==> config.mk <==
export PLATFORM = sky130hd
export DESIGN_NAME = csrd_top
export DESIGN_NICKNAME = d
export VERILOG_FILES = /design/src/verilog/csrd_pkg.sv /design/src/verilog/csrd_div_if.sv /design/src/verilog/csrd_ref_div.sv /design/src/verilog/csrd_top.sv
export SDC_FILE = /design/constraint.sdc
export NUM_CORES = 1
export LEC_CHECK = 0
export BUFFER_PORTS_ARGS = -buffer_cell sky130_fd_sc_hd__buf_2
export CORE_MARGIN = 5
export CORE_UTILIZATION = 65
export DETAILED_ROUTE_END_ITERATION = 10
export GPL_TIMING_DRIVEN = 1
export PLACE_DENSITY = 0.86
export SLEW_MARGIN = 20
export SYNTH_ARGS = -nofsm -noshare
export SYNTH_HDL_FRONTEND = slang
export SYNTH_SLANG_ARGS = --single-unit
export TNS_END_PERCENT = 10
==> constraint.sdc <==
create_clock -name clk -period 4.75 [get_ports clk]
set_clock_uncertainty 0.1 [all_clocks]
set_input_delay 0.95 -clock clk [delete_from_list [all_inputs] [get_ports clk]]
set_output_delay 0.95 -clock clk [all_outputs]
set_load 0.02 [all_outputs]
==> src/verilog/csrd_pkg.sv <==
// Constants for the channel settle timer and reference dividers
package csrd_pkg;
	// Register addresses (16-bit word addresses of the register port)
	localparam logic [7:0]  ADDR_SETTLE_CH3  = 8'h13;
	localparam logic [7:0]  ADDR_CLKDIV_CH0  = 8'h14;
	localparam logic [7:0]  ADDR_CLKDIV_CH1  = 8'h15;
	// Register widths and reset values
	localparam int          REG_W            = 16;
	localparam logic [15:0] SETTLE_RESET     = 16'h0000;
	localparam logic [15:0] CLKDIV_RESET     = 16'h0000;
	localparam logic [15:0] RDATA_IDLE       = 16'h0000;
	// Clock divider field layout
	localparam int          DIV_W            = 10;
	localparam int          DIV_LSB          = 0;
	localparam int          PREDIV_LSB       = 12;
	localparam int          PREDIV_W         = 2;
	// Predivide codes
	localparam logic [1:0]  PREDIV_BY1       = 2'h1;
	localparam logic [1:0]  PREDIV_BY2       = 2'h2;
	// Settling interval arithmetic
	localparam int          SETTLE_CNT_W     = 20;
	localparam logic [19:0] SETTLE_MIN_TICKS = 20'h00020;
	localparam int          SETTLE_SHIFT     = 4;
	localparam logic [15:0] SETTLE_SHORT_MAX = 16'h0001;
	// Number of reference dividers in the block
	localparam int          NUM_DIV          = 3;
	// Settle sequencer states
	typedef enum logic [0:0] {
		ST_IDLE,
		ST_SETTLE
	} csrd_state_t;
endpackage : csrd_pkg

==> src/verilog/csrd_div_if.sv <==
// Divisor and tick bundle between the top and a reference divider
`timescale 1ns/1ps
interface csrd_div_if #(
	parameter int DIV_W = 10
);
	logic [DIV_W-1:0] divisor;
	logic             ref_tick;

	modport ctrl (output divisor, input ref_tick);
	modport div  (input divisor, output ref_tick);
endinterface : csrd_div_if

==> src/verilog/csrd_ref_div.sv <==
// Reference divider: one tick per divisor cycles of the main clock
`timescale 1ns/1ps
module csrd_ref_div #(
	parameter int DIV_W = 10
) (
	// Clock and reset
	input  wire logic clk,
	input  wire logic rst_n,
	// Divisor in, tick out
	csrd_div_if.div   dif
);
	logic [DIV_W-1:0] cnt_ff;
	logic             tick_ff;
	logic             wrap;

	// Zero divisor is reserved; it simply stops the ticks
	assign wrap = (dif.divisor != '0) &&
		(cnt_ff >= dif.divisor - {{(DIV_W-1){1'b0}}, 1'b1});

	// Cycle counter, reloads every divisor cycles
	always_ff @(posedge clk or negedge rst_n) begin
		if (!rst_n) begin
			cnt_ff <= '0;
		end else if (wrap || dif.divisor == '0) begin
			cnt_ff <= '0;
		end else begin
			cnt_ff <= cnt_ff + {{(DIV_W-1){1'b0}}, 1'b1};
		end
	end

	// Tick registered so it is a clean one-cycle pulse for any divisor above 1
	always_ff @(posedge clk or negedge rst_n) begin
		if (!rst_n) begin
			tick_ff <= 1'b0;
		end else begin
			tick_ff <= wrap;
		end
	end

	assign dif.ref_tick = tick_ff;
endmodule : csrd_ref_div

==> src/verilog/csrd_top.sv <==
// Channel settle timer, clock divider registers and reference dividers
`timescale 1ns/1ps
module csrd_top #(
	parameter int DIV_W = csrd_pkg::DIV_W
) (
	// Clock and reset
	input  wire logic                   clk,
	input  wire logic                   rst_n,
	// Register port
	input  wire logic [7:0]             reg_addr,
	input  wire logic                   reg_wr,
	input  wire logic [15:0]            reg_wdata,
	input  wire logic                   reg_rd,
	output logic      [15:0]            reg_rdata,
	// Channel 3 divisor, held outside this block
	input  wire logic [DIV_W-1:0]       reference_divisor_ch3,
	// Channel 3 conversion control
	input  wire logic                   conv_req_ch3,
	input  wire logic                   amp_settled_ch3,
	input  wire logic                   amp_warn_en,
	output logic                        conv_start_ch3,
	output logic                        settling_ch3,
	output logic                        amp_warning_ch3,
	// Reference ticks and predivide selects
	output logic                        ref_tick_ch0,
	output logic                        ref_tick_ch1,
	output logic                        ref_tick_ch3,
	output logic [1:0]                  sensor_freq_predivide_ch0,
	output logic [1:0]                  sensor_freq_predivide_ch1,
	output logic                        sensor_div2_ch0,
	output logic                        sensor_div2_ch1
);
	logic [15:0]                     settle_count_channel3_ff;
	logic [15:0]                     clock_divide_channel0_ff;
	logic [15:0]                     clock_divide_channel1_ff;
	logic [15:0]                     rdata_ff;
	logic [15:0]                     nxt_rdata;
	logic                            amp_meta_ff;
	logic                            amp_sync_ff;
	csrd_pkg::csrd_state_t           state_ff;
	logic [csrd_pkg::SETTLE_CNT_W-1:0] settle_cnt_ff;
	logic [csrd_pkg::SETTLE_CNT_W-1:0] settle_target_ff;
	logic [csrd_pkg::SETTLE_CNT_W-1:0] nxt_target;
	logic                            start_ff;
	logic                            warn_ff;
	logic                            expire;
	logic                            div2_ch0_ff;
	logic                            div2_ch1_ff;
	logic [csrd_pkg::NUM_DIV-1:0]    ticks;
	logic [DIV_W-1:0]                divs [csrd_pkg::NUM_DIV];

	// Register writes; reserved bits are stored as written
	always_ff @(posedge clk or negedge rst_n) begin
		if (!rst_n) begin
			settle_count_channel3_ff <= csrd_pkg::SETTLE_RESET;
			clock_divide_channel0_ff <= csrd_pkg::CLKDIV_RESET;
			clock_divide_channel1_ff <= csrd_pkg::CLKDIV_RESET;
		end else if (reg_wr) begin
			case (reg_addr)
				csrd_pkg::ADDR_SETTLE_CH3: begin
					settle_count_channel3_ff <= reg_wdata;
				end
				csrd_pkg::ADDR_CLKDIV_CH0: begin
					clock_divide_channel0_ff <= reg_wdata;
				end
				csrd_pkg::ADDR_CLKDIV_CH1: begin
					clock_divide_channel1_ff <= reg_wdata;
				end
				default: begin
				end
			endcase
		end
	end

	// Read mux; unmapped addresses read zero
	always_comb begin
		case (reg_addr)
			csrd_pkg::ADDR_SETTLE_CH3: nxt_rdata = settle_count_channel3_ff;
			csrd_pkg::ADDR_CLKDIV_CH0: nxt_rdata = clock_divide_channel0_ff;
			csrd_pkg::ADDR_CLKDIV_CH1: nxt_rdata = clock_divide_channel1_ff;
			default:                   nxt_rdata = csrd_pkg::RDATA_IDLE;
		endcase
	end

	// Read data held in a flop until the next read
	always_ff @(posedge clk or negedge rst_n) begin
		if (!rst_n) begin
			rdata_ff <= csrd_pkg::RDATA_IDLE;
		end else if (reg_rd) begin
			rdata_ff <= nxt_rdata;
		end
	end

	assign reg_rdata = rdata_ff;

	// Divisor fields feed the channel 0 and 1 dividers; channel 3 takes reference_divisor_ch3
	assign divs[0] = clock_divide_channel0_ff[csrd_pkg::DIV_LSB +: DIV_W];
	assign divs[1] = clock_divide_channel1_ff[csrd_pkg::DIV_LSB +: DIV_W];
	assign divs[2] = reference_divisor_ch3;

	// One reference divider per channel
	for (genvar g = 0; g < csrd_pkg::NUM_DIV; g++) begin : g_div
		csrd_div_if #(.DIV_W(DIV_W)) dif ();
		assign dif.divisor = divs[g];
		assign ticks[g]    = dif.ref_tick;
		csrd_ref_div #(.DIV_W(DIV_W)) u_div (
			.clk   (clk),
			.rst_n (rst_n),
			.dif   (dif)
		);
	end

	assign ref_tick_ch0 = ticks[0];
	assign ref_tick_ch1 = ticks[1];
	assign ref_tick_ch3 = ticks[2];

	// Predivide select and its divide-by-two decode
	assign sensor_freq_predivide_ch0 =
		clock_divide_channel0_ff[csrd_pkg::PREDIV_LSB +: csrd_pkg::PREDIV_W];
	assign sensor_freq_predivide_ch1 =
		clock_divide_channel1_ff[csrd_pkg::PREDIV_LSB +: csrd_pkg::PREDIV_W];
	// Code 01 leaves the sensor undivided: sensor_div2 stays low
	assign sensor_div2_ch0 = div2_ch0_ff;
	assign sensor_div2_ch1 = div2_ch1_ff;

	// Divide-by-two flags decoded at write time, so the outputs are flops
	always_ff @(posedge clk or negedge rst_n) begin
		if (!rst_n) begin
			div2_ch0_ff <= 1'b0;
			div2_ch1_ff <= 1'b0;
		end else if (reg_wr && reg_addr == csrd_pkg::ADDR_CLKDIV_CH0) begin
			div2_ch0_ff <= (reg_wdata[csrd_pkg::PREDIV_LSB +:
				csrd_pkg::PREDIV_W] == csrd_pkg::PREDIV_BY2);
		end else if (reg_wr && reg_addr == csrd_pkg::ADDR_CLKDIV_CH1) begin
			div2_ch1_ff <= (reg_wdata[csrd_pkg::PREDIV_LSB +:
				csrd_pkg::PREDIV_W] == csrd_pkg::PREDIV_BY2);
		end
	end

	// Amplitude-settled level comes from the analog side
	always_ff @(posedge clk or negedge rst_n) begin
		if (!rst_n) begin
			amp_meta_ff <= 1'b0;
			amp_sync_ff <= 1'b0;
		end else begin
			amp_meta_ff <= amp_settled_ch3;
			amp_sync_ff <= amp_meta_ff;
		end
	end

	// Settling length in reference ticks
	always_comb begin
		if (settle_count_channel3_ff <= csrd_pkg::SETTLE_SHORT_MAX) begin
			nxt_target = csrd_pkg::SETTLE_MIN_TICKS;
		end else begin
			nxt_target = {settle_count_channel3_ff,
				csrd_pkg::SETTLE_SHIFT'(0)};
		end
	end

	// Interval ends on the tick that completes the count
	assign expire = (state_ff == csrd_pkg::ST_SETTLE) && ticks[2] &&
		(settle_cnt_ff + 1'b1 >= settle_target_ff);

	// Settle sequencer state; requests while settling are ignored
	always_ff @(posedge clk or negedge rst_n) begin
		if (!rst_n) begin
			state_ff <= csrd_pkg::ST_IDLE;
		end else begin
			case (state_ff)
				csrd_pkg::ST_IDLE: begin
					if (conv_req_ch3) begin
						state_ff <= csrd_pkg::ST_SETTLE;
					end
				end
				csrd_pkg::ST_SETTLE: begin
					if (expire) begin
						state_ff <= csrd_pkg::ST_IDLE;
					end
				end
				default: begin
					state_ff <= csrd_pkg::ST_IDLE;
				end
			endcase
		end
	end

	// Tick counter, held at zero while idle
	always_ff @(posedge clk or negedge rst_n) begin
		if (!rst_n) begin
			settle_cnt_ff <= '0;
		end else if (state_ff == csrd_pkg::ST_IDLE) begin
			settle_cnt_ff <= '0;
		end else if (ticks[2] && !expire) begin
			settle_cnt_ff <= settle_cnt_ff + 1'b1;
		end
	end

	// Target latched at request, so a rewrite cannot stretch a wait
	always_ff @(posedge clk or negedge rst_n) begin
		if (!rst_n) begin
			settle_target_ff <= csrd_pkg::SETTLE_MIN_TICKS;
		end else if (state_ff == csrd_pkg::ST_IDLE && conv_req_ch3) begin
			settle_target_ff <= nxt_target;
		end
	end

	// Start and warning pulses, one cycle after expiry
	always_ff @(posedge clk or negedge rst_n) begin
		if (!rst_n) begin
			start_ff <= 1'b0;
			warn_ff  <= 1'b0;
		end else begin
			start_ff <= expire;
			warn_ff  <= expire && !amp_sync_ff && amp_warn_en;
		end
	end

	assign conv_start_ch3  = start_ff;
	assign amp_warning_ch3 = warn_ff;
	assign settling_ch3    = (state_ff == csrd_pkg::ST_SETTLE);
endmodule : csrd_top

# [Yosys cells after proc, flatten, opt, wreduce, memory -nomap -nowiden]
# Index checks and enable logic that the tools add are counted.
[classes] addsub=7 mul=0 div_mod_pow=0 n_lt_le_gt_ge=5 n_eq_ne=5 shift=0 muxes=10 bitwise=2 reduce_logical=26
[op_table] op="$mux 20" count=3
[op_table] op="$pmux 16 s3" count=1
[op_table] op="$add 10x1->10 const B" count=3
[op_table] op="$ge 10x10->1" count=3
[op_table] op="$logic_not 10->1" count=3
[op_table] op="$mux 10" count=3
[op_table] op="$reduce_bool 10->1" count=3
[op_table] op="$sub 10x1->10 const B" count=3
[op_table] op="$eq 8x5->1 const B" count=3
[op_table] op="$add 20x1->20 const B" count=1
[op_table] op="$ge 20x20->1" count=1
[op_table] op="$le 16x1->1 const B" count=1
[op_table] op="$logic_and 1x1->1" count=11
[op_table] op="$reduce_and 2->1" count=4
[op_table] op="$logic_or 1x1->1" count=3
[op_table] op="$eq 2x2->1 const B" count=1
[op_table] op="$logic_not 1->1" count=2
[op_table] op="$mux 1" count=2
[op_table] op="$ne 2x1->1 const B" count=1
[op_table] op="$not 1->1" count=2
[op_table] op="$pmux 1 s2" count=1
[word_totals] register_bits=144 latchBits=0 ramBits=0 mem_bits_ro=0 input_bits=41 out_inout_bits=28 mem_count=0

# [Logic depth before layout (Yosys ltp)]
# Gate-level depths: netlist of run 1.
[logic_depth] word_depth=7 depth_mapped=15 mapped_depth_nobuf=13

# [By module]
# From an unflattened synthesis of run 1, not the netlist that was laid out.
[hier_totals] hier_cells=738 area_unflattened_um2=7895.1
[by_module_without_submodules] mod="csrd_top" n_inst=1 cells_each=440 area_per_inst_um2=5049.8
[by_module_without_submodules] mod="csrd_ref_div (g_div[0].u_div ...)" n_inst=2 cells_each=100 area_per_inst_um2=933.4
[by_module_without_submodules] mod="csrd_ref_div (g_div[2].u_div)" n_inst=1 cells_each=98 area_per_inst_um2=978.4

# [Worst setup path after synthesis of run 1]
# OpenSTA, ideal clock, no wires.
[synth_timing] path_type="reg2reg" start="register settle_cnt_ff[0] (netlist bit)" end="register settle_cnt_ff[6] (netlist bit)" setup_ps=119 arrival_ps=2974 required_ps=4531 path_slack_ps=1558 path_stages_with_launch=16 path_cell_list="dfrtp_1 ha_1 nand3_2 nor3_4 nand4_2 or2_4 xnor2_1 ha_1 nand4_1 nor4_1 a22oi_1 nand4_1 buf_2 buf_2 nor4_1 o21a_1"
[synth_between] elab_chain_cells=6 elab_cells_between_ends=8 classes_between="add/sub (1); order compare (1); eq/ne (1); mux (2); reduce/logical (3)"
[synth_rtl] item="start: declaration" line_no="csrd_top.sv:41" source="logic [csrd_pkg::SETTLE_CNT_W-1:0] settle_cnt_ff;"
[synth_rtl] item="start signal: assignment" line_no="csrd_top.sv:195" source="settle_cnt_ff <= settle_cnt_ff + 1'b1;"
[synth_rtl] item="$add 20x1->20 *" line_no="csrd_top.sv:163, csrd_top.sv:195"
[synth_rtl] item="$ge 20x20->1" line_no="csrd_top.sv:163" source="(settle_cnt_ff + 1'b1 >= settle_target_ff);"
[synth_rtl] item="$logic_and 1x1->1" line_no="csrd_top.sv:162" source="assign expire = (state_ff == csrd_pkg::ST_SETTLE) && ticks[2] &&"
[synth_rtl] item="$logic_not 1->1" line_no="csrd_top.sv:194" source="end else if (ticks[2] && !expire) begin"
[synth_rtl] item="$logic_and 1x1->1" line_no="csrd_top.sv:194"
[synth_rtl] item="$ne 2x1->1 (no source line)"
# Mark *: on every way between the ends. The rest lies on a longest branch, timed or not. The select of a mux whose other input is x is not followed.
# A chain may end at the register's enable or synchronous reset.

# [Worst setup path after layout of run 1]
[layout_timing] start="register settle_cnt_ff[0] (netlist bit)" end="register settle_cnt_ff[7] (netlist bit)"
# Same word-level chain as after synthesis.

==> metrics, run 1 <==
status finished clean; Post-Layout Cell Count between 900 and 1,000; share of layout cells above drive strength 1 approximately 21%; root buffer cell clkbuf_16; Synth async-reset ratio 100%; Yosys cell types 58; Slew Limit Fails 0; Num Clock Sinks 140; DP HPWL about 12 mm; Power Total ~0.0032 W; drt wl/cell 18.9 um; Arr. time, crit path 4270 ps; total gr overflow 0; hold crit path type register to register; slowest stage cell, crit path nor4_1; First DRT Iteration DRCs 519; maximum clock frequency between 0.2 and 0.25 GHz; crit-path max FO 23; Max transition margin 49.2%; initial antenna violation count 0; Critical Path Source Type register; top_reg_cell synth dfrtp_1; CTS-repair resized insts 0; Max Buffers Root-to-Sink 2; number of synthesized flops with an enable pin 0; Cell Rows 39; CP Data Required Time about 5000 ps; hold_sp amp_meta_ff$_DFF_PN0_; CP top delay family simple AND/OR/NAND/NOR gates; max cap viols 0; # IOs between 60 and 70; PwrDens between 300 and 400 nW/um^2; worst vdd ir ~0.31 mV; period utilization between 80 and 90%; Mapped Area 7620 um^2; synthesized area per cell around 10 um^2; synth warn 0; CTS tree yes; die area around 14,000 um^2; core area 11,500 um^2; FF-to-FF Start settle_cnt_ff[0]$_DFFE_PN0P_; FF-to-FF End settle_cnt_ff[7]$_DFFE_PN0P_; nets@finish 898; r2r setup slk about 700 ps; largest net degree at the start of global routing 56; Pleak about 4.2 nW; via count 6,018; Synth Register Bits 140; CP Capture Type register; worst-path cell chain ha_1, nand3_2, nor3_4, nand4_2, or2_4, xnor2_1, ha_1, nand4_1, nor4_1, a22oi_1, nand4_1, buf_4, o21ai_0, a21oi_1; Worst-Margin Slew roughly 740 ps; GPL Wtd Cong 0.865; Slowest Stage Delay on Critical Path 550 ps; DRC 0; die width about 120 um; ANT nets after route 0; syn_nets between 800 and 900; vias in the first global route 6,208; setup repair after global routing missed its margin no; hold path depth 0; cell count after synthesis 733; WP buf/inv 1; sequential cell area fraction in the yosys report 46.0%; clock slew at reported path FFs approximately 60 ps; First-pass DRT Iterations 6; Levels on crit path 14; hold_buf cts 0; synthesis-to-layout area growth 13.7%; Post-Place Cells roughly 930; reg2reg path depth 14; total CTS buffers 17; minimum clock period approximately 4000 ps; Final Setup Violations 0; critical path class register to register; Total GRT Usage about a quarter; WL final between 15 and 20 mm; TNS Setup 0 ps; WHS Endpoint amp_sync_ff$_DFF_PN0_; first-pass GRT wire length approximately 31 mm; postcts setup bufs 0; htree depth 4; Vias/cell 6.30; height of the die approximately 120 um; clock latency on the worst-skew pair between 400 and 500 ps; Port Buffers slightly below 70; ant diodes 0; Fin. Hold Viols 0; Starting Density between 60% and 70%
Yosys cell counts, drive strengths merged, types with 2 or more instances:
| cell type | n | area share [%] |
|---|---|---|
| o22ai | 16 | 1.3 |
| xor2 | 32 | 3.7 |
| clkbuf | 12 | 0.59 |
| a211oi | 3 | 0.30 |
| nor3 | 10 | 0.95 |
| o31ai | 2 | 0.20 |
| inv | 52 | 2.6 |
| a21oi | 28 | 1.8 |
| mux2i | 2 | 0.26 |
| ha | 56 | 9.2 |
| nand3 | 28 | 2.3 |
| and3 | 6 | 0.49 |
| or4 | 2 | 0.20 |
| mux2 | 48 | 7.1 |
| nor2 | 55 | 2.7 |
| a21o | 3 | 0.30 |
| nand2 | 60 | 3.1 |
| o21a | 7 | 0.69 |
| a2111oi | 3 | 0.34 |
| dfrtp | 139 | 46 |
| a222oi | 16 | 2.1 |
| nor3b | 4 | 0.54 |
| o211ai | 3 | 0.30 |
| buf | 14 | 1.1 |
| or3 | 13 | 1.1 |
| o21ai | 40 | 2.6 |
| nand4 | 5 | 0.49 |
| nand2b | 6 | 0.49 |
| nor4 | 13 | 1.1 |
| xnor2 | 34 | 3.9 |
| nand4b | 3 | 0.34 |
| o211a | 3 | 0.39 |
metrics by stage:
step / util [%] / worst slack (ps) / hold WS, ps / area, um^2
5_1_grt: 75.6 / 432 / 264 / 8670
3_5_place_dp: 70.4 / 865 / 236 / 8080
2_1_floorplan: - / 1560 / 231 / 7620
3_3_place_gp: 70.4 / 1130 / 237 / 8080
6_report: 75.6 / 702 / 264 / 8670
4_1_cts: 75.6 / 809 / 263 / 8670
state kept, by name (all words and copies together), names as in the netlist:
name                      count
settling_ch3                  1
g_div.u_div.dif.ref_tick      3
clock_divide_channel0_ff     16
settle_count_channel3_ff     16
sensor_div2_ch1               1
clock_divide_channel1_ff     16
reg_rdata                    16
sensor_div2_ch0               1
amp_warning_ch3               1
amp_meta_ff                   1
conv_start_ch3                1
settle_cnt_ff                20
settle_target_ff             16
amp_sync_ff                   1
g_div.u_div.cnt_ff           30
cell usage in the layout (no fill, tap or decap), types with 6 or more instances in the layout:
| master | synthesis | layout |
|---|---|---|
| o22ai_1 | 16 | 16 |
| o21a_1 | 7 | 7 |
| inv_1 | 52 | 52 |
| buf_2 | 7 | 67 |
| and3_1 | 6 | 6 |
| xor2_1 | 32 | 32 |
| a222oi_1 | 16 | 16 |
| ha_1 | 56 | 56 |
| nand3_1 | 23 | 23 |
| nor2_1 | 55 | 55 |
| nor3_1 | 8 | 8 |
| nand2b_1 | 6 | 6 |
| dfrtp_1 | 139 | 139 |
| nand2_1 | 56 | 56 |
| buf_4 | 4 | 7 |
| mux2_2 | 48 | 48 |
| nor4_1 | 12 | 12 |
| o21ai_0 | 37 | 37 |
| a21oi_1 | 28 | 28 |
| clkbuf_16 | 0 | 17 |
| xnor2_1 | 34 | 34 |
| or3_1 | 13 | 13 |
power breakdown:
part / leakage, nW / switching [W] / internal, W
logic: 2.05 / 0.000270 / 0.000207
registers: 1.90 / 0.0000993 / 0.00128
clock network: 0.293 / 0.000485 / 0.000859
worst register-to-register path: stages (launching register included):
cell     delay, ps
dfrtp_1        400
ha_1           230
nand3_2        180
nor3_4         230
nand4_2        170
or2_4          300
xnor2_1        120
ha_1           300
nand4_1        140
nor4_1         550
a22oi_1        170
nand4_1        430
buf_4          320
o21ai_0        140
a21oi_1        180
kinds of logic after synthesis:
group,share of synthesized area (%)
compound gates,10.9
xor+xnor,7.58
fa+ha+maj,9.19
buf+inv,4.30
flops,46.0
mux,7.35
simple gates,14.7
how the worst max path moves through the flow:
| stage | end | slack, ps | from |
|---|---|---|---|
| finish | settle_cnt_ff[7]$_DFFE_PN0P_ | 700 | settle_cnt_ff[0]$_DFFE_PN0P_ |
| global route | settle_cnt_ff[5]$_DFFE_PN0P_ | 430 | settle_cnt_ff[0]$_DFFE_PN0P_ |
| CTS | settle_cnt_ff[7]$_DFFE_PN0P_ | 810 | settle_cnt_ff[0]$_DFFE_PN0P_ |
| detailed placement | settle_cnt_ff[5]$_DFFE_PN0P_ | 870 | settle_cnt_ff[0]$_DFFE_PN0P_ |
| global placement | settle_cnt_ff[9]$_DFFE_PN0P_ | 1130 | settle_cnt_ff[2]$_DFFE_PN0P_ |
| floorplan | settle_cnt_ff[6]$_DFFE_PN0P_ | 1560 | settle_cnt_ff[0]$_DFFE_PN0P_ |
area by class of cell:
| type | count | area [um^2] |
|---|---|---|
| Clock inverter | 7 | 114 |
| Fill cell | 680 | 2800 |
| Clock buffer | 23 | 478 |
| Sequential cell | 140 | 3500 |
| Tap cell | 143 | 179 |
| Timing Repair Buffer | 75 | 399 |
| Inverter | 53 | 199 |
| Multi-Input combinational cell | 514 | 3800 |
routing by layer:
layer	wire length, um	GRT usage [%]
met3	1590	6.45
met5	0	0
met1	7270	34.5
met2	8700	44.0
met4	518	9.89
(Power assumes the default switching activity.)
==> run 2, diff against run 1 <==
CELL_PAD_IN_SITES_DETAIL_PLACEMENT = 2   (was unset)
CELL_PAD_IN_SITES_GLOBAL_PLACEMENT = 2   (was unset)
CORE_UTILIZATION = 43   (was 65)
SLEW_MARGIN = unset   (was 20)
SYNTH_HIERARCHICAL = 1   (was unset)
==> run 2 against run 1 <==
Die area rose by 51%. Largest cell class unchanged. Critical path type unchanged. Wire length rose by 52%. Final area rose by 3.8%. Worst hold slack improved by 9.5 ps. Largest power group unchanged. Setup slack got worse by 93 ps. Sequential share of layout area fell by 1.5 points.
==> metrics, run 2 <==
status finished clean; Clk pwr share 39.6%; vias in the first global route approximately 7,400; die width 146 um; Pleak approximately 4.2 nW; # IOs 69; Post-Place Cells around 1,000; nets@finish around 900; htree depth 4; net switching share of the total power about 31%; sequential cell area fraction in the yosys report between 40% and 50%; Yosys top cell area share approximately 44%; root buffer cell clkbuf_16; max reg flops 30; Synth Register Bits 140; maximum clock frequency about 0.24 GHz; period utilization slightly below 90%; share of layout cells above drive strength 1 23.2%; crit-path max FO 18; cell count after synthesis 738; Starting Density 43.8%; via count approximately 6,300; max cap viols 0; ant diodes 0; Num Clock Sinks 140; Slowest Stage Delay on Critical Path 440 ps; Yosys cell types 53; CTS tree yes; largest registers g_div.u_div/cnt_ff: 30 flops, settle_cnt_ff: 20 flops; Reg area between 3000 and 4000 um^2; met2 usage 47.9%; DP HPWL between 15 and 20 mm; drt wl/cell roughly 26 um; synth warn 6; Biggest register g_div.u_div/cnt_ff; setup repair after global routing missed its margin no; GPL Wtd Cong between 0.8 and 0.9; Critical Path Source Type register; number of synthesized flops with an enable pin 0; First DRT Iteration DRCs around 400; top_reg_cell synth dfrtp_1; footprint of the multi-input gates around 4000 um^2; CP Capture Type register; Int Power 0.00238 W; Worst-Margin Slew 1130 ps; Mapped Area between 7000 and 8000 um^2; worst vdd ir roughly 0.25 mV; CP Data Required Time approximately 5000 ps; hold_buf cts 0; die area approximately 21,000 um^2; Vias/cell 6.07; sequential share of power ~41%; WL final roughly 28 mm; Max Buffers Root-to-Sink 2; most instantiated library cell after synthesis dfrtp_1; synthesized area per cell about 11 um^2; ANT nets after route 0; Final Setup Violations 0; busiest grt layer met2; largest net degree at the start of global routing between 100 and 150; Total GRT Usage roughly a quarter; total gr overflow 0; DRC 0; most common cell after layout, fill and taps aside dfrtp_1; post-synth top area cell dfrtp_1; slowest stage cell, crit path or4_1; Post-Layout Cell Count 1,042; Cell Rows 49; clock latency on the worst-skew pair 430 ps; part of the power in combinational logic a little under a fifth; fillers between 1,500 and 2,000; First-pass DRT Iterations 5; syn_nets between 800 and 900; postcts setup bufs 0; most instantiated cells after synthesis dfrtp_1, ha_1, inv_1, mux2_2, nand2_1; critical path class register to register; largest cells by area after synthesis dfrtp_1, ha_1, mux2_2; most frequent cells in the layout dfrtp_1, buf_2, ha_1; Cell Area, Placed around 8400 um^2; worst-path cell chain ha_1, nand2_1, or2_1, nor2_1, nand2_1, xnor2_1, ha_1, nand4_1, nor4_1, a22oi_1, nand4_1, buf_4, or4_1, a21oi_1; minimum clock period 4140 ps; hold crit path type register to register; CTS-repair resized insts 0; PwrDens 383 nW/um^2; Power Total around 0.0034 W; dpl ws 1020 ps; Arr. time, crit path between 4000 and 5000 ps; Max transition margin between 20% and 30%; synthesis-to-layout area growth 14.0%; first-pass GRT wire length between 40 and 50 mm; total CTS buffers 17; Finished Cell Area between 8000 and 9000 um^2; met1 Track Usage GR a little under a third; Fin. Hold Viols 0; Synth async-reset ratio 100%; Port Buffers just under 70; TNS Setup 0 ps; core area approximately 18,000 um^2; height of the die about 150 um; Slew Limit Fails 0; clock slew at reported path FFs approximately 60 ps; final worst slack a little over 600 ps; P_sw between 0.001 and 0.0015 W; GR Layer Usage met3 under 10%; initial antenna violation count 0
-- run 2: cell types whose count changed after synthesis, moves of 4 or more --
| cell | delta |
|---|---|
| o21ai_0 | -19 |
| nor2_1 | -16 |
| nor3b_2 | +13 |
| xnor2_1 | +12 |
| xor2_1 | -12 |
| mux2_1 | +10 |
| nor4_2 | +10 |
| a21oi_1 | +7 |
| a211o_1 | +5 |
| nand2_1 | -5 |
| nand4_1 | +5 |
| mux2_2 | +4 |
| o21a_1 | -4 |
-- run 2: final timing paths --
path	slack, ps	to	startpoint	depth (start not counted)
min in group asynchronous	580	g_div[0].u_div/cnt_ff[3]$_DFF_PN0_	rst_n	1
max in group asynchronous	2930	clock_divide_channel0_ff[11]$_DFFE_PN0P_	rst_n	2
min	270	amp_sync_ff$_DFF_PN0_	amp_meta_ff$_DFF_PN0_	0
min reg2reg	270	amp_sync_ff$_DFF_PN0_	amp_meta_ff$_DFF_PN0_	0
max reg2reg	610	settle_cnt_ff[19]$_DFFE_PN0P_	settle_cnt_ff[0]$_DFFE_PN0P_	14
max	610	settle_cnt_ff[19]$_DFFE_PN0P_	settle_cnt_ff[0]$_DFFE_PN0P_	14
-- run 2: final cells by class --
cell class / instances / area share (%)
Sequential cell: 140 / 39.0
Inverter: 55 / 2.29
Timing Repair Buffer: 75 / 4.44
Clock buffer: 23 / 5.09
Tap cell: 229 / 3.18
Clock inverter: 7 / 1.29
Multi-Input combinational cell: 513 / 44.8
-- run 2: worst max-delay path, delay by kind of cell, from the launching register on --
kind | cells | cell delay (ps)
buffers and inverters | 1 | 240
flip-flops | 1 | 410
XOR/XNOR | 1 | 340
AND/OR/NAND/NOR | 8 | 1910
adder cells (fa/ha/maj) | 2 | 550
AO/OA/AOI/OAI | 2 | 500
-- run 2: logic make-up (layout without fill, tap and decap cells) --
family | Yosys count | in the layout | synth area share, %
mux | 63 | 63 | 8.97
buf+inv | 85 | 160 | 4.69
xor+xnor | 66 | 66 | 7.32
flops | 140 | 140 | 44.4
compound gates | 112 | 112 | 9.35
fa+ha+maj | 56 | 56 | 8.87
simple gates | 216 | 216 | 16.4
-- run 2: routing by layer --
| layer | wire length, um | share of wire, % | vias up |
|---|---|---|---|
| li1 | - | - | 2770 |
| met1 | 11200 | 40 | 3332 |
| met2 | 14800 | 54 | 160 |
| met3 | 830 | 3.0 | 61 |
| met4 | 797 | 2.9 | 0 |
| met5 | 0 | 0 | - |
-- run 2: power groups by stage --
| stage | Clock [W] | Combinational (W) | Sequential, W |
|---|---|---|---|
| floorplan | 0 | 0.000427 | 0.00139 |
| global route | 0.00143 | 0.000720 | 0.00143 |
| detailed placement | 0 | 0.000620 | 0.00143 |
| global placement | 0 | 0.000546 | 0.00142 |
| finish | 0.00136 | 0.000656 | 0.00142 |
| CTS | 0.00138 | 0.000664 | 0.00142 |
-- run 2: stage by stage --
step	hold slack (ps)	util [%]
finish	274	49.9
CTS	282	49.9
detailed placement	244	46.7
floorplan	231	-
global placement	232	46.7
global route	291	49.9
==> run 3, diff against run 2 <==
ABC_AREA = 1   (was unset)
CORE_UTILIZATION = 39   (was 43)
==> run 3 against run 2 <==
Sequential power is essentially flat. Synthesized cell count grew 44%. Non-clock buffer count is the same. Sequential share of layout area shrank 2.3 points. Final area grew 6.3%. Global-route usage grew 2.1 points. Clock power grew 18%. Wire length grew 20%. Combinational power shrank 4.1%. Register-to-register slack lost 40 ps.
==> metrics, run 3 <==
vias in the first global route around 9,000; Pleak a little over 5 nW; setup repair after global routing missed its margin no; WP buf/inv 2; reg2reg path depth 22; Final Setup Violations 0; FF-to-FF End settle_cnt_ff[17]$_DFFE_PN0P_; via count between 7,000 and 8,000; CP Data Required Time just under 5000 ps; most instantiated cells after synthesis nand2_1, inv_1, dfrtp_1, nor2_1, nand3_1; status finished clean; synth warn 6; CP Capture Type register; Yosys top cell area share 42.1%; slowest stage cell, crit path nor2_1; max cap viols 0; most instantiated library cell after synthesis nand2_1; hold_ws between 200 and 300 ps; clock slew at reported path FFs roughly 70 ps; Fin. Hold Viols 0; total gr overflow 0; Critical Path Source Type register; die area ~24,000 um^2; Total GRT Usage around 28%; largest cells by area after synthesis dfrtp_1, nand2_1, ha_1; top_reg_cell synth dfrtp_1; hold_buf cts 0; nets@finish 1,226; number of synthesized flops with an enable pin 0; Mapped Area slightly above 8000 um^2; WHS Endpoint amp_sync_ff$_DFF_PN0_; Yosys cell types 37; Arr. time, crit path 4390 ps; TNS Setup 0 ps; hold path depth 0; cell count after synthesis 1,061; sequential cell area fraction in the yosys report 42.4%; die width about 160 um; crit-path max FO 20; max reg flops 30; root buffer cell clkbuf_16; hold_sp amp_meta_ff$_DFF_PN0_; htree depth 4; height of the die around 160 um; Vias/cell roughly 5.5; Slew Limit Fails 0; worst-path cell chain ha_1, nand2_1, nor2_2, nand2_1, nor2_2, nand2_1, nor2_2, nand3_1, nand2_1, nand2_1, ha_1, nand2_1, inv_1, nand2_1, nand2_1, a21oi_1, nand2_1, nor2_1, a21oi_1, buf_4, nand2_1, nand2_1; DP HPWL about 19 mm; DRC 0; maximum clock frequency roughly 0.24 GHz; r2r setup slk about 570 ps; GPL Wtd Cong 0.815; Port Buffers between 60 and 70; most frequent cells in the layout nand2_1, inv_1, dfrtp_1; Max transition margin ~39%; share of layout cells above drive strength 1 13.4%; Slowest Stage Delay on Critical Path between 600 and 700 ps; First DRT Iteration DRCs 348; CTS-repair resized insts 0; worst vdd ir about 0.25 mV; Worst-Margin Slew roughly 920 ps; largest registers g_div.u_div/cnt_ff: 30 flops, settle_cnt_ff: 20 flops; FF-to-FF Start settle_cnt_ff[0]$_DFFE_PN0P_; First-pass DRT Iterations 4; critical path class register to register; initial antenna violation count 0; ANT nets after route 0; CTS tree yes; Synth async-reset ratio between 90% and 100%; Levels on crit path 22; # IOs just under 70; PwrDens 380 nW/um^2; largest net degree at the start of global routing a little under 90; minimum clock period 4180 ps; CP top delay family simple AND/OR/NAND/NOR gates; clock latency on the worst-skew pair around 440 ps; syn_nets 1,158; cell mode on critical path nand2_1; WL final about 33 mm; Synth Register Bits 140; Max Buffers Root-to-Sink 2; synthesis-to-layout area growth 15.6%; postcts setup bufs 0; Biggest register g_div.u_div/cnt_ff; Starting Density 39.5%; drt wl/cell 23.4 um; period utilization between 80 and 90%; hold crit path type register to register; first-pass GRT wire length 52.3 mm; synthesized area per cell between 7 and 8 um^2; Num Clock Sinks 140; ant diodes 0; total CTS buffers 17; post-synth top area cell dfrtp_1; core area ~21,000 um^2; most common cell after layout, fill and taps aside nand2_1; Cell Rows between 50 and 60
==> run 3: cell count changes after synthesis, sizes merged, moves of 17 or more <==
cell,delta
nand2,+264
inv,+95
nor2,+64
mux2,-62
nand3,+52
o21ai,+50
xnor2,-30
a21oi,-23
nor4,-17
==> run 3: worst max path at each step <==
stage	slack [ps]	endpoint	start
after CTS	590	settle_cnt_ff[17]$_DFFE_PN0P_	settle_cnt_ff[0]$_DFFE_PN0P_
after global placement	1220	settle_cnt_ff[4]$_DFFE_PN0P_	settle_cnt_ff[0]$_DFFE_PN0P_
after global routing	320	settle_cnt_ff[17]$_DFFE_PN0P_	settle_cnt_ff[0]$_DFFE_PN0P_
final	570	settle_cnt_ff[17]$_DFFE_PN0P_	settle_cnt_ff[0]$_DFFE_PN0P_
after detailed placement	930	settle_cnt_ff[13]$_DFFE_PN0P_	settle_cnt_ff[0]$_DFFE_PN0P_
after floorplan	1920	settle_cnt_ff[2]$_DFFE_PN0P_	settle_cnt_ff[0]$_DFFE_PN0P_
==> run 3: layout make-up <==
cell class / instances / area [um^2]
sequential: 140 / 3500
clock buffer: 18 / 439
inverter: 151 / 567
fill: 2416 / 11400
multi-input combinational: 744 / 4070
timing repair buffer: 75 / 399
tap: 275 / 344
clock inverter: 13 / 238
==> run 3: report_power, final <==
part	switching (W)	internal, W	total, W
Sequential	0.000126	0.00127	0.00140
Combinational	0.000411	0.000219	0.000629
Clock	0.000601	0.00100	0.00160
==> run 3: kinds of logic (layout without fill, tap and decap cells) <==
group / after synthesis / after routing / synth area share [%]
DFF: 140 / 140 / 42.4
buffers and inverters: 177 / 257 / 8.43
AOI/OAI and AO/OA: 102 / 102 / 6.82
adders and majority gates: 56 / 56 / 8.47
xor gates and xnor gates: 48 / 48 / 5.08
and+or+nand+nor: 538 / 538 / 28.8
==> run 3: worst register-to-register path, stage by stage (launching register included) <==
cell and delay (ps):
dfrtp_1 420, ha_1 210, nand2_1 100, nor2_2 160, nand2_1 150, nor2_2 230, nand2_1 110, nor2_2 210
nand3_1 100, nand2_1 80, nand2_1 70, ha_1 310, nand2_1 100, inv_1 60, nand2_1 80, nand2_1 60
a21oi_1 130, nand2_1 80, nor2_1 660, a21oi_1 160, buf_4 270, nand2_1 110, nand2_1 90
==> run 3: per-layer routing <==
layer  part of all wire [%]  GRT usage, %  vias to the layer above
met5                      0             0                        -
met1                     42          33.4                     3979
met3                    3.2          4.69                       86
li1                       -             -                     3482
met4                    3.8          12.1                        0
met2                     51          49.9                      187
==> run 3: per-stage QoR <==
step                      setup WS [ps]  std cells  cell area [um^2]  power [W]  util (%)
final                               573       1416              9560    0.00363      45.6
after global routing                320       1416              9560    0.00378      45.6
after CTS                           592       1416              9560    0.00365      45.6
after detailed placement            927       1385              8880    0.00198      42.4
after global placement             1220       1385              8880    0.00193      42.4
after floorplan                    1920       1061              8270    0.00177         -
